<file path="config.mk">
export PLATFORM = sky130hd
export DESIGN_NAME = atdi_top
export DESIGN_NICKNAME = d
export VERILOG_FILES = /design/src/atdi_pkg.sv /design/src/atdi_top.sv
export SDC_FILE = /design/constraint.sdc
export NUM_CORES = 1
export LEC_CHECK = 0
export BUFFER_PORTS_ARGS = -buffer_cell sky130_fd_sc_hd__buf_4
export CAP_MARGIN = 20
export CORE_MARGIN = 1.5
export CORE_UTILIZATION = 51
export DETAILED_ROUTE_END_ITERATION = 8
export HOLD_SLACK_MARGIN = 0.15
export PLACE_DENSITY = 0.72
export SETUP_SLACK_MARGIN = 0.5
export SLEW_MARGIN = 20
export SYNTH_ARGS = -nofsm -noshare
export SYNTH_HDL_FRONTEND = slang
export SYNTH_SLANG_ARGS = --single-unit
export TNS_END_PERCENT = 50
</file>
<file path="constraint.sdc">
create_clock -name pclk -period 6 [get_ports pclk]
set_clock_uncertainty 0.15 [all_clocks]
set_input_delay 0.3 -clock pclk [delete_from_list [all_inputs] [get_ports pclk]]
set_output_delay 0.3 -clock pclk [all_outputs]
set_load 0.005 [all_outputs]
</file>
<file path="src/atdi_pkg.sv">
/*
  Package for the analog threshold digital input block: register map,
  field layouts, reset values and scheduler timing.
  Assumes percentages are held as unsigned hundredths of a percent.
*/
package atdi_pkg;
  localparam int ATDI_PCT_W = 16;
  localparam int ATDI_NUM_CH = 2;
  // hundredths of a percent
  localparam logic [15:0] ATDI_LEVEL_MAX = 16'h2710;
  localparam logic [15:0] ATDI_HYST_MAX = 16'h1388;
  localparam logic [15:0] ATDI_LEVEL_RST = 16'h1388;
  localparam logic [15:0] ATDI_HYST_RST = 16'h0000;
  // front-end span per range, in hundredths of a percent
  localparam logic [15:0] ATDI_SPAN_CURRENT = 16'h1130;
  localparam logic [15:0] ATDI_SPAN_VOLT = 16'h2710;
  // scheduler period
  localparam int ATDI_PERIOD_MS = 20;
  localparam int ATDI_CLK_MHZ = 100;
  localparam int ATDI_PERIOD_CYC = ATDI_PERIOD_MS * 1000 * ATDI_CLK_MHZ;
  // register byte offsets
  localparam logic [11:0] ATDI_CTRL_OFF = 12'h000;
  localparam logic [11:0] ATDI_LEVEL0_OFF = 12'h004;
  localparam logic [11:0] ATDI_HYST0_OFF = 12'h008;
  localparam logic [11:0] ATDI_LEVEL1_OFF = 12'h00c;
  localparam logic [11:0] ATDI_HYST1_OFF = 12'h010;
  localparam logic [11:0] ATDI_STATUS_OFF = 12'h014;
  localparam logic [11:0] ATDI_READING0_OFF = 12'h018;
  localparam logic [11:0] ATDI_READING1_OFF = 12'h01c;
  // ctrl fields: bit per channel
  localparam int ATDI_CTRL_INV_POS = 0;
  // status fields: outputs [1:0], history [3:2]
  localparam int ATDI_STAT_OUT_POS = 0;
  localparam int ATDI_STAT_HIST_POS = 2;
endpackage

</file>
<file path="src/atdi_top.sv">
/*
  Two-channel analog threshold digital input with hysteresis, APB slave.
  Assumes the front end delivers readings as hundredths of a percent of
  the 10 V voltage span in both ranges, synchronous to pclk.
*/
// The register addresses and the APB interface to the registers are this design's own decisions.
////////////////////////////////////////////////////////////////////////////
module atdi_top
  import atdi_pkg::*;
#(
  parameter int PERIOD_CYC = ATDI_PERIOD_CYC
) (
  input wire logic pclk, // bus clock
  input wire logic presetn, // async reset, active low
  input wire logic psel, // apb select
  input wire logic penable, // apb access phase
  input wire logic pwrite, // apb direction
  input wire logic [11:0] paddr, // apb byte address
  input wire logic [31:0] pwdata, // apb write data
  output logic [31:0] prdata, // apb read data
  output logic pready, // apb ready
  output logic pslverr, // apb error
  input wire logic [15:0] reading0, // channel 0 percent reading
  input wire logic [15:0] reading1, // channel 1 percent reading
  output logic [1:0] digital_out, // per-channel boolean result
  output logic eval_tick // one-cycle pulse per evaluation
);

  ////////////////////////////////////////////////////////////////////////
  // registers
  logic [1:0] invert_reg, invert_next;
  logic [15:0] level_reg [2];
  logic [15:0] level_next [2];
  logic [15:0] hyst_reg [2];
  logic [15:0] hyst_next [2];
  logic [1:0] hist_reg, hist_next;
  logic [1:0] out_reg, out_next;
  logic [31:0] cnt_reg, cnt_next;
  logic tick_reg, tick_next;
  logic [31:0] prdata_reg, prdata_next;
  logic pready_reg, pready_next;
  logic pslverr_reg, pslverr_next;
  logic [15:0] rd [2];
  logic setup, wr, mapped;

  // readings past the top of the span saturate at 100.00 percent for the compare; the reading registers return them unsaturated
  assign rd[0] = (reading0 > ATDI_SPAN_VOLT) ?
                 ATDI_SPAN_VOLT : reading0;
  assign rd[1] = (reading1 > ATDI_SPAN_VOLT) ?
                 ATDI_SPAN_VOLT : reading1;
  assign setup = psel && !penable;
  assign wr = psel && penable && pwrite && pready_reg;

  function automatic logic [15:0] clamp(input logic [31:0] v,
                                        input logic [15:0] mx);
    clamp = (v[31:16] != 16'h0000 || v[15:0] > mx) ? mx : v[15:0];
  endfunction

  ////////////////////////////////////////////////////////////////////////
  // apb slave: no wait states, ready in the first access cycle after setup
  always_comb begin
    mapped = 1'b1;
    case (paddr)
      ATDI_CTRL_OFF, ATDI_LEVEL0_OFF, ATDI_HYST0_OFF, ATDI_LEVEL1_OFF,
      ATDI_HYST1_OFF, ATDI_STATUS_OFF, ATDI_READING0_OFF,
      ATDI_READING1_OFF: mapped = 1'b1;
      default: mapped = 1'b0;
    endcase
    pready_next = setup;
    pslverr_next = setup && !mapped;
    prdata_next = prdata_reg;
    if (setup && !pwrite) begin
      case (paddr)
        ATDI_CTRL_OFF: prdata_next = {30'h0, invert_reg};
        ATDI_LEVEL0_OFF: prdata_next = {16'h0, level_reg[0]};
        ATDI_HYST0_OFF: prdata_next = {16'h0, hyst_reg[0]};
        ATDI_LEVEL1_OFF: prdata_next = {16'h0, level_reg[1]};
        ATDI_HYST1_OFF: prdata_next = {16'h0, hyst_reg[1]};
        ATDI_STATUS_OFF: prdata_next = {28'h0, hist_reg, out_reg};
        ATDI_READING0_OFF: prdata_next = {16'h0, reading0};
        ATDI_READING1_OFF: prdata_next = {16'h0, reading1};
        default: prdata_next = 32'h0000_0000;
      endcase
    end
  end

  always_comb begin
    invert_next = invert_reg;
    level_next = level_reg;
    hyst_next = hyst_reg;
    if (wr) begin
      case (paddr)
        ATDI_CTRL_OFF: invert_next = pwdata[ATDI_CTRL_INV_POS +: 2];
        ATDI_LEVEL0_OFF: level_next[0] = clamp(pwdata, ATDI_LEVEL_MAX);
        ATDI_HYST0_OFF: hyst_next[0] = clamp(pwdata, ATDI_HYST_MAX);
        ATDI_LEVEL1_OFF: level_next[1] = clamp(pwdata, ATDI_LEVEL_MAX);
        ATDI_HYST1_OFF: hyst_next[1] = clamp(pwdata, ATDI_HYST_MAX);
        default: ;
      endcase
    end
  end

  ////////////////////////////////////////////////////////////////////////
  // scheduler tick
  always_comb begin
    tick_next = 1'b0;
    if (cnt_reg >= 32'(PERIOD_CYC - 1)) begin
      cnt_next = 32'h0000_0000;
      tick_next = 1'b1;
    end else begin
      cnt_next = cnt_reg + 32'h0000_0001;
    end
  end

  ////////////////////////////////////////////////////////////////////////
  // threshold channels; 18-bit signed math so level+hyst cannot wrap and
  // level-hyst may drop below zero, where every reading counts as above
  logic signed [17:0] thr [2];
  logic signed [17:0] pct [2];
  always_comb begin
    hist_next = hist_reg;
    for (int i = 0; i < ATDI_NUM_CH; i++) begin
      pct[i] = $signed({2'b00, rd[i]});
      if (hist_reg[i])
        thr[i] = $signed({2'b00, level_reg[i]})
                 - $signed({2'b00, hyst_reg[i]});
      else
        thr[i] = $signed({2'b00, level_reg[i]})
                 + $signed({2'b00, hyst_reg[i]});
      if (tick_reg) begin
        if (pct[i] > thr[i])
          hist_next[i] = 1'b1;
        else if (pct[i] < thr[i])
          hist_next[i] = 1'b0;
        // equal reading holds
      end
    end
    out_next = hist_next ^ invert_reg;
  end

  always_ff @(posedge pclk or negedge presetn) begin
    if (!presetn) begin
      invert_reg <= 2'h0;
      level_reg <= '{ATDI_LEVEL_RST, ATDI_LEVEL_RST};
      hyst_reg <= '{ATDI_HYST_RST, ATDI_HYST_RST};
      hist_reg <= 2'h0;
      out_reg <= 2'h0;
      cnt_reg <= 32'h0000_0000;
      tick_reg <= 1'b0;
      prdata_reg <= 32'h0000_0000;
      pready_reg <= 1'b0;
      pslverr_reg <= 1'b0;
    end else begin
      invert_reg <= invert_next;
      level_reg <= level_next;
      hyst_reg <= hyst_next;
      hist_reg <= hist_next;
      out_reg <= out_next;
      cnt_reg <= cnt_next;
      tick_reg <= tick_next;
      prdata_reg <= prdata_next;
      pready_reg <= pready_next;
      pslverr_reg <= pslverr_next;
    end
  end

  assign prdata = prdata_reg;
  assign pready = pready_reg;
  assign pslverr = pslverr_reg;
  assign digital_out = out_reg;
  assign eval_tick = tick_reg;

  ////////////////////////////////////////////////////////////////////////
  // assertions
  // band edges rebuilt apart from the channel logic
  logic signed [17:0] band_hi [2];
  logic signed [17:0] band_lo [2];
  assign band_hi[0] = 18'(level_reg[0]) + 18'(hyst_reg[0]);
  assign band_hi[1] = 18'(level_reg[1]) + 18'(hyst_reg[1]);
  assign band_lo[0] = 18'(level_reg[0]) - 18'(hyst_reg[0]);
  assign band_lo[1] = 18'(level_reg[1]) - 18'(hyst_reg[1]);

  // bus side
  ready_after_setup_a: assert property (@(posedge pclk)
    disable iff (!presetn)
    setup |=> pready_reg)
    else $error("no ready after setup");
  ready_pulse_a: assert property (@(posedge pclk)
    disable iff (!presetn)
    pready_reg |=> !pready_reg)
    else $error("ready longer than one cycle");
  err_with_ready_a: assert property (@(posedge pclk)
    disable iff (!presetn)
    pslverr_reg |-> pready_reg)
    else $error("error without ready");
  err_unmapped_a: assert property (@(posedge pclk)
    disable iff (!presetn)
    setup && !mapped |=> pslverr_reg)
    else $error("unmapped access not flagged");
  err_mapped_a: assert property (@(posedge pclk)
    disable iff (!presetn)
    setup && mapped |=> !pslverr_reg)
    else $error("mapped access flagged");
  status_read_a: assert property (@(posedge pclk)
    disable iff (!presetn)
    setup && !pwrite && paddr == ATDI_STATUS_OFF |=>
      prdata_reg == {28'h0, $past(hist_reg), $past(out_reg)})
    else $error("status read wrong");
  prdata_hold_a: assert property (@(posedge pclk)
    disable iff (!presetn)
    !(setup && !pwrite) |=> $stable(prdata_reg))
    else $error("read data moved without a read");

  // settings
  ctrl_write_a: assert property (@(posedge pclk)
    disable iff (!presetn)
    wr && paddr == ATDI_CTRL_OFF |=> invert_reg == $past(pwdata[1:0]))
    else $error("invert write lost");
  level_write_a: assert property (@(posedge pclk)
    disable iff (!presetn)
    wr && paddr == ATDI_LEVEL0_OFF && pwdata <= 32'(ATDI_LEVEL_MAX) |=>
      level_reg[0] == $past(pwdata[15:0]))
    else $error("level write lost");
  level_clamp_a: assert property (@(posedge pclk)
    disable iff (!presetn)
    wr && paddr == ATDI_LEVEL1_OFF && pwdata > 32'(ATDI_LEVEL_MAX) |=>
      level_reg[1] == ATDI_LEVEL_MAX)
    else $error("level not clamped");
  hyst_write_a: assert property (@(posedge pclk)
    disable iff (!presetn)
    wr && paddr == ATDI_HYST1_OFF && pwdata <= 32'(ATDI_HYST_MAX) |=>
      hyst_reg[1] == $past(pwdata[15:0]))
    else $error("hysteresis write lost");
  hyst_clamp_a: assert property (@(posedge pclk)
    disable iff (!presetn)
    wr && paddr == ATDI_HYST0_OFF && pwdata > 32'(ATDI_HYST_MAX) |=>
      hyst_reg[0] == ATDI_HYST_MAX)
    else $error("hysteresis not clamped");
  cfg_hold_a: assert property (@(posedge pclk)
    disable iff (!presetn)
    !wr |=> $stable(level_reg[0]) && $stable(level_reg[1]) &&
      $stable(hyst_reg[0]) && $stable(hyst_reg[1]) && $stable(invert_reg))
    else $error("setting changed without a write");
  level_range_a: assert property (@(posedge pclk)
    disable iff (!presetn)
    level_reg[0] <= ATDI_LEVEL_MAX && level_reg[1] <= ATDI_LEVEL_MAX)
    else $error("level out of range");
  hyst_range_a: assert property (@(posedge pclk)
    disable iff (!presetn)
    hyst_reg[0] <= ATDI_HYST_MAX && hyst_reg[1] <= ATDI_HYST_MAX)
    else $error("hysteresis out of range");

  // scheduler
  tick_space_a: assert property (@(posedge pclk)
    disable iff (!presetn)
    tick_reg |=> !tick_reg)
    else $error("ticks back to back");
  tick_wrap_a: assert property (@(posedge pclk)
    disable iff (!presetn)
    tick_reg |-> cnt_reg == 32'h0000_0000)
    else $error("tick without counter wrap");
  cnt_bound_a: assert property (@(posedge pclk)
    disable iff (!presetn)
    cnt_reg <= 32'(PERIOD_CYC - 1))
    else $error("period counter overran");
  hist_hold_a: assert property (@(posedge pclk)
    disable iff (!presetn)
    !tick_reg |=> hist_reg == $past(hist_reg))
    else $error("history changed without a tick");

  // channels
  span_cap_a: assert property (@(posedge pclk)
    disable iff (!presetn)
    pct[0] <= $signed(18'(ATDI_SPAN_VOLT)) &&
      pct[1] <= $signed(18'(ATDI_SPAN_VOLT)))
    else $error("reading above full span");
  rise_above_a: assert property (@(posedge pclk)
    disable iff (!presetn)
    tick_reg && !hist_reg[0] && pct[0] > band_hi[0] |=> hist_reg[0])
    else $error("ch0 did not rise above upper threshold");
  rise_above1_a: assert property (@(posedge pclk)
    disable iff (!presetn)
    tick_reg && !hist_reg[1] && pct[1] > band_hi[1] |=> hist_reg[1])
    else $error("ch1 did not rise above upper threshold");
  fall_below_a: assert property (@(posedge pclk)
    disable iff (!presetn)
    tick_reg && hist_reg[0] && pct[0] < band_lo[0] |=> !hist_reg[0])
    else $error("ch0 did not fall below lower threshold");
  fall_below1_a: assert property (@(posedge pclk)
    disable iff (!presetn)
    tick_reg && hist_reg[1] && pct[1] < band_lo[1] |=> !hist_reg[1])
    else $error("ch1 did not fall below lower threshold");
  upper_band_a: assert property (@(posedge pclk)
    disable iff (!presetn)
    tick_reg && !hist_reg[1] && pct[1] <= band_hi[1] |=> !hist_reg[1])
    else $error("ch1 rose inside the band");
  upper_band0_a: assert property (@(posedge pclk)
    disable iff (!presetn)
    tick_reg && !hist_reg[0] && pct[0] <= band_hi[0] |=> !hist_reg[0])
    else $error("ch0 rose inside the band");
  lower_band_a: assert property (@(posedge pclk)
    disable iff (!presetn)
    tick_reg && hist_reg[1] && pct[1] >= band_lo[1] |=> hist_reg[1])
    else $error("ch1 fell inside the band");
  lower_band0_a: assert property (@(posedge pclk)
    disable iff (!presetn)
    tick_reg && hist_reg[0] && pct[0] >= band_lo[0] |=> hist_reg[0])
    else $error("ch0 fell inside the band");
  equal_hold_a: assert property (@(posedge pclk)
    disable iff (!presetn)
    tick_reg && pct[0] == thr[0] |=> hist_reg[0] == $past(hist_reg[0]))
    else $error("ch0 equal reading changed history");
  equal_hold1_a: assert property (@(posedge pclk)
    disable iff (!presetn)
    tick_reg && pct[1] == thr[1] |=> hist_reg[1] == $past(hist_reg[1]))
    else $error("ch1 equal reading changed history");

  // output stage
  invert_out_a: assert property (@(posedge pclk)
    disable iff (!presetn)
    ##1 out_reg == (hist_reg ^ $past(invert_reg)))
    else $error("output not history xor invert");
  out_hold_a: assert property (@(posedge pclk)
    disable iff (!presetn)
    !tick_reg && $stable(invert_reg) |=> $stable(out_reg))
    else $error("output moved with nothing to move it");

endmodule

</file>
=== Word level (Yosys, flattened, before mapping) ===
Memory sizes are Yosys's and may differ from the RTL's.
Index checks and enable logic that the tools add are counted.

* Bits in registers: 137
* Memory bits (read-only): 32
* Input port bits: 81
* Output and inout port bits: 37
* Memories kept: 1
* Logic and storage cells: 70

{| class="wikitable"
|+ Memories
! memory !! words !! width !! rd ports !! clocked after memory_dff !! write ports !! RTL line !! RTL
|-
| (name not given) || 32 || 1 || 1 || 0 || 0 || atdi_top.sv:63 || <nowiki>case (paddr)</nowiki>
|}

* Add/subtract/negate cells: 5
* Bitwise gates (word level): 1
* Reductions and logical operators: 19
* Muxes and demuxes: 16
* Equality and inequality tests: 7
* $lt $le $gt $ge: 9

{| class="wikitable"
|+ Operator list
! cell !! number
|-
| 16-bit one-hot mux with 8 select lines || 1
|-
| 16-bit two-way mux || 4
|-
| 12-bit by 5-bit == test with 1-bit output, second input constant || 4
|-
| 16-bit by 14-bit greater-than comparator with 1-bit output, second input constant || 3
|-
| 17-bit by 18-bit greater-than comparator with 1-bit output || 2
|-
| 17-bit by 18-bit less-than comparator with 1-bit output || 2
|-
| 18-bit two-way mux || 2
|-
| 16-bit by 16-bit adder with 17-bit output || 2
|-
| 16-bit by 16-bit subtractor with 17-bit output || 2
|-
| 32-bit by 1-bit adder with 32-bit output, second input constant || 1
|-
| 32-bit by 21-bit >= comparator with 1-bit output, second input constant || 1
|-
| 32-bit two-way mux || 1
|-
| 12-bit by 4-bit == test with 1-bit output, second input constant || 2
|-
| 16-bit by 13-bit greater-than comparator with 1-bit output, second input constant || 1
|-
| 16-bit nonzero test || 1
|-
| 12-bit by 3-bit == test with 1-bit output, second input constant || 1
|-
| 12-bit logical NOT || 1
|-
| 2-bit AND reduction || 5
|-
| 1-bit two-way mux || 8
|-
| 7-bit logical NOT || 1
|-
| 1-bit logical AND || 6
|-
| 1-bit logical NOT || 3
|-
| 1-bit logical OR || 2
|-
| 2-bit XOR || 1
|}

=== Depth between registers and ports, before layout ===
* Depth after elaboration: 7
* Mapped depth: 19

=== Worst setup path after synthesis ===
OpenSTA, ideal clock, no wires.

* Kind: reg-to-reg
* Start point: register level_reg[16] in the netlist's numbering
* End point: register out_reg[0], in the netlist digital_out[0]
* Data arrival time: 3,547 ps
* Data required time: 5,726 ps
* Path buffers: 0
* Cell stages (with the launch flop): 18
* Library setup time: 124 ps
* Slack: 2,179 ps
* Cell sequence: dfrtp_1 > inv_1 > ha_1 > inv_1 > fa_1 > a211oi_1 > o21bai_1 > a31oi_1 > a21boi_0 > xnor2_1 > ha_1 > nand4_1 > a211oi_1 > a2111o_1 > a221oi_1 > a311oi_1 > a311o_1 > xor2_1

* Cells in the longest elaborated chain, start to end: 7
* Elaborated cells between the ends (all ways): 9
* Those cells by class: add/sub: 2; order compare: 2; mux: 4; bitwise: 1

{| class="wikitable"
|+ Ends and longest elaborated chain
! element !! RTL line !! RTL
|-
| start: declaration || atdi_top.sv:32 || <nowiki>logic [15:0] level_reg [2];</nowiki>
|-
| start signal: assignment || atdi_top.sv:144 || <nowiki>level_reg <= '{ATDI_LEVEL_RST, ATDI_LEVEL_RST};</nowiki>
|-
| start signal: assignment || atdi_top.sv:155 || <nowiki>level_reg <= level_next;</nowiki>
|-
| 16-bit by 16-bit adder with 17-bit output / 16-bit by 16-bit subtractor with 17-bit output (equally long branches) || atdi_top.sv:129, atdi_top.sv:126 ||
|-
| 18-bit two-way mux * || atdi_top.sv:124 || <nowiki>if (hist_reg[i])</nowiki>
|-
| 17-bit by 18-bit less-than comparator with 1-bit output || atdi_top.sv:133 || <nowiki>else if (pct[i] < thr[i])</nowiki>
|-
| 1-bit two-way mux || atdi_top.sv:133 ||
|-
| 1-bit two-way mux * || atdi_top.sv:131 || <nowiki>if (pct[i] > thr[i])</nowiki>
|-
| 1-bit two-way mux * || atdi_top.sv:130 || <nowiki>if (tick_reg) begin</nowiki>
|-
| named net hist_next[0] || atdi_top.sv:36 || <nowiki>logic [1:0] hist_reg, hist_next;</nowiki>
|-
| 2-bit XOR * || atdi_top.sv:138 || <nowiki>out_next = hist_next ^ invert_reg;</nowiki>
|-
| named net out_next[0] || atdi_top.sv:37 || <nowiki>logic [1:0] out_reg, out_next;</nowiki>
|-
| end signal: assignment || atdi_top.sv:158 || <nowiki>out_reg <= out_next;</nowiki>
|-
| end: declaration || atdi_top.sv:37 ||
|}

The timed path passes the listed nets; every way through them passes the cells marked *.
A chain may end at the register's enable or synchronous reset.

=== Worst setup path in the final report ===
* Start point: input port reading0[13]
* End point: register out_reg[0], in the netlist digital_out[0]

* Cells in the longest elaborated chain, start to end: 7
* Elaborated cells between the ends (all ways): 8
* Those cells by class: order compare: 3; mux: 4; bitwise: 1

{| class="wikitable"
|+ Ends and longest elaborated chain
! element !! RTL line !! RTL
|-
| start: declaration || atdi_top.sv:23 || <nowiki>input wire logic [15:0] reading0,</nowiki>
|-
| 16-bit by 14-bit greater-than comparator with 1-bit output || atdi_top.sv:47 || <nowiki>assign rd[0] = (reading0 > ATDI_SPAN_VOLT) ?</nowiki>
|-
| 16-bit two-way mux * || atdi_top.sv:47 ||
|-
| 17-bit by 18-bit less-than comparator with 1-bit output || atdi_top.sv:133 ||
|-
| 1-bit two-way mux || atdi_top.sv:133 ||
|-
| 1-bit two-way mux * || atdi_top.sv:131 ||
|-
| 1-bit two-way mux * || atdi_top.sv:130 ||
|-
| named net hist_next[0] || atdi_top.sv:36 ||
|-
| 2-bit XOR * || atdi_top.sv:138 ||
|-
| named net out_next[0] || atdi_top.sv:37 ||
|}

Marks and branches as above.

==> summary.txt <==
Die
  • Row count: 49
  • I/O pin total: 118
  • Die area: 0.0193 sq mm
  • Effective utilization at floorplan: 0.522
  • Vertical extent of the die: 139 um
  • Die span in x: 139 um
  • Core area: 0.0180 sq mm

Worst setup path
  • Setup crit end: digital_out[0]
  • Largest stage delay on the critical path: 0.58 ns
  • Kind of critical path: input pin to register
  • Start point of the critical path: reading0[13]
  • End of the worst register-to-register path: digital_out[1]
  • Data arrival time of the worst path: 4.75 ns
  • Worst reg2reg startpoint: hyst_reg[1]
  • Critical Path, Cell by Cell: dlygate4sd3_1 -> buf_4 -> nand4_1 -> nor4b_1 -> a31oi_1 -> or4_1 -> o21ai_1 -> and2_1 -> ha_1 -> a21oi_1 -> o21ai_0 -> a2111o_1 -> a221oi_1 -> a311oi_1 -> a311o_1 -> xor2_1
  • Flop-to-flop setup slack: 1.67 ns
  • Worst-path maximum fanout: 12
  • Critical Path Start Type: input pin
  • Worst endpoint required time: 6.16 ns
  • Endpoint class of the critical path: register
  • Top delay family on crit path: compound AO/OA/AOI/OAI gates
  • Crit-path slowest cell: sky130_fd_sc_hd__nor4b_1
  • Count of cell instances traversed by the critical path: 16
  • CP bufs+invs: 2
  • Reg2Reg Depth: 16

Timing
  • Slew Limit Headroom: 0.306
  • Fmax: 218 MHz
  • Worst-margin pin slew: 1.04 ns
  • Final count of pins violating max slew: 0
  • Setup TNS: 0 ns
  • Final period utilization: 0.765
  • Shortest period the worst path allows: 4.59 ns
  • Number of endpoints with negative hold slack in the final report: 0
  • RSZ-0062 raised after global routing: false
  • Final setup fails: 0

Clocking
  • Resize count post-CTS: 0
  • Clock tree from TritonCTS: done
  • Hold-fix buffer count after cts: 26
  • Reg clk slew, reported paths: 0.06 ns
  • Setup bufs post-CTS: 0
  • Number of buffers created by CTS: 17
  • CTS H-tree lvls: 4
  • Worst skew pair latency: 0.43 ns
  • Number of sinks driven by the clock tree: 121
  • Buffer cell driving the clock tree root: sky130_fd_sc_hd__clkbuf_16
  • Maximum root-to-sink buffer count: 2

Logic synthesis
  • Number of distinct library cell variants in the gate-level netlist after synthesis: 81
  • Number of enable flip-flop cells after synthesis: 0
  • Number of instances in the synthesized netlist: 1109
  • Primary FF master, synth: sky130_fd_sc_hd__dfrtp_1
  • Async SR Flop Fraction: 1.00
  • #FFs+latches synth: 121
  • Number of warnings reported in the yosys synthesis log: 0
  • Mean post-synth cell area: 8.49 sq um
  • Register area share after synthesis: 0.323
  • Post-synthesis instance area: 0.00942 sq mm

Finish
  • Antenna cells: 0
  • Area growth, synth to finish: 18.9%
  • Leading cell types in the layout, fill and taps excluded: sky130_fd_sc_hd__nand2_1, sky130_fd_sc_hd__o21ai_0, sky130_fd_sc_hd__buf_4, sky130_fd_sc_hd__dfrtp_1, sky130_fd_sc_hd__ha_1
  • Fraction of layout instances using a drive strength above 1: 0.142
  • Final Net Count: 1412

Detailed routing
  • Post-route DRC violation count: 0
  • DRT antenna net count: 0
  • DRT Wirelength: 27100 um
  • Routed length per instance: 18.4 um
  • First DRT Iteration DRCs: 787
  • Total number of vias: 8740
  • Ratio of routed vias to standard cells: 5.94
  • Total iterations of the first detailed-routing run: 5

Power and ir drop
  • Worst ir drop on vdd: 0.182 mV
  • Power Total: 2.05 mW
  • Areal power density over the cells: 183 mW/mm^2
  • Lkg Pwr: 5.06 nW

Global routing
  • Wire length of the first global-routing pass: 43400 um
  • Via count of the first global-routing pass: 8216
  • Remaining global-route overflow: 0
  • Number of antenna violations at the first check in global routing: 1
  • Largest net degree at the start of global routing: 68
  • Total track usage: 0.286

Placement
  • HPWL reported at the end of detailed placement: 20800 um
  • GPL Wtd Cong: 0.920
  • # port buffers: 101

Flow run
  • Max Cap Viol: 0

Hold path
  • Worst min-delay path category: input pin to register

Status
  • Run status: complete, no violations
==> cell usage after synthesis (all sizes together) (11+ instances only) <==
cell | n | area (sq um)
nand2 | 118 | 450
a221oi | 16 | 140
nor3 | 23 | 125
o21bai | 11 | 82.6
o21ai | 119 | 596
xnor2 | 27 | 236
nand2b | 20 | 125
nand4 | 16 | 100
inv | 67 | 251
nor4 | 17 | 113
xor2 | 21 | 184
a22o | 14 | 123
nand3 | 23 | 115
dfrtp | 111 | 2780
and2 | 24 | 151
buf | 30 | 195
a21oi | 64 | 324
nor2b | 19 | 119
a221o | 12 | 120
nor2 | 76 | 285
clkbuf | 36 | 146
ha | 97 | 1210
==> kinds of logic (layout without fill, tap and decap cells) <==
group	Yosys count	count (layout)	synth area share
AOI/OAI and AO/OA	324	324	0.222
xor gates and xnor gates	48	48	0.0446
adders and majority gates	101	101	0.137
buffers and inverters	134	238	0.0634
DFF	121	121	0.323
muxes	10	10	0.0150
other	1	31	0.000398
and+or+nand+nor	370	370	0.195
==> routing by layer <==
metal / GRT usage / share of wire / vias up
li1: - / - / 4189
met1: 0.399 / 0.44 / 4093
met4: 0.0833 / 0.022 / 0
met5: 0 / 0 / -
met2: 0.441 / 0.45 / 415
met3: 0.0708 / 0.089 / 43
==> tightest hold or removal path: stages <==
cell and delay, ns:
sky130_fd_sc_hd__buf_4 0.10, sky130_fd_sc_hd__a221oi_1 0.10, sky130_fd_sc_hd__o21ai_0 0.18
==> area by class of cell <==
cell class,count,area [sq um]
Inverter,68,255
Clock buffer,17,425
Sequential cell,121,3040
Timing Repair Buffer,138,1100
Multi-Input combinational cell,884,5900
Tap cell,229,287
Fill cell,1609,6830
Clock inverter,15,188
==> through the flow <==
step | utilization | std cells | hold slack [ns] | worst slack (ns) | instance area [sq um]
finish | 0.621 | 1472 | 0.151 | 1.41 | 11200
CTS | 0.621 | 1472 | 0.151 | 1.49 | 11200
global placement | 0.572 | 1414 | 0.225 | 1.56 | 10300
global route | 0.621 | 1472 | 0.172 | 1.12 | 11200
floorplan | - | 1139 | -0.146 | 2.18 | 9530
detailed placement | 0.573 | 1414 | 0.236 | 1.54 | 10300
==> how the worst min path moves through the flow <==
stage | start | to | depth (start not counted)
detailed placement | presetn | prdata[10] | 1
global placement | presetn | prdata[6] | 1
CTS | reading0[7] | prdata[7] | 3
finish | reading0[7] | prdata[7] | 3
floorplan | presetn | cnt_reg[0] | 0
global route | reading0[9] | prdata[9] | 3
==> power by group <==
group	internal, mW	leakage, nW	switching (mW)
registers	0.821	1.57	0.00156
logic	0.0703	3.19	0.0803
clock network	0.661	0.297	0.417
Power figures use the tool's default switching activity.
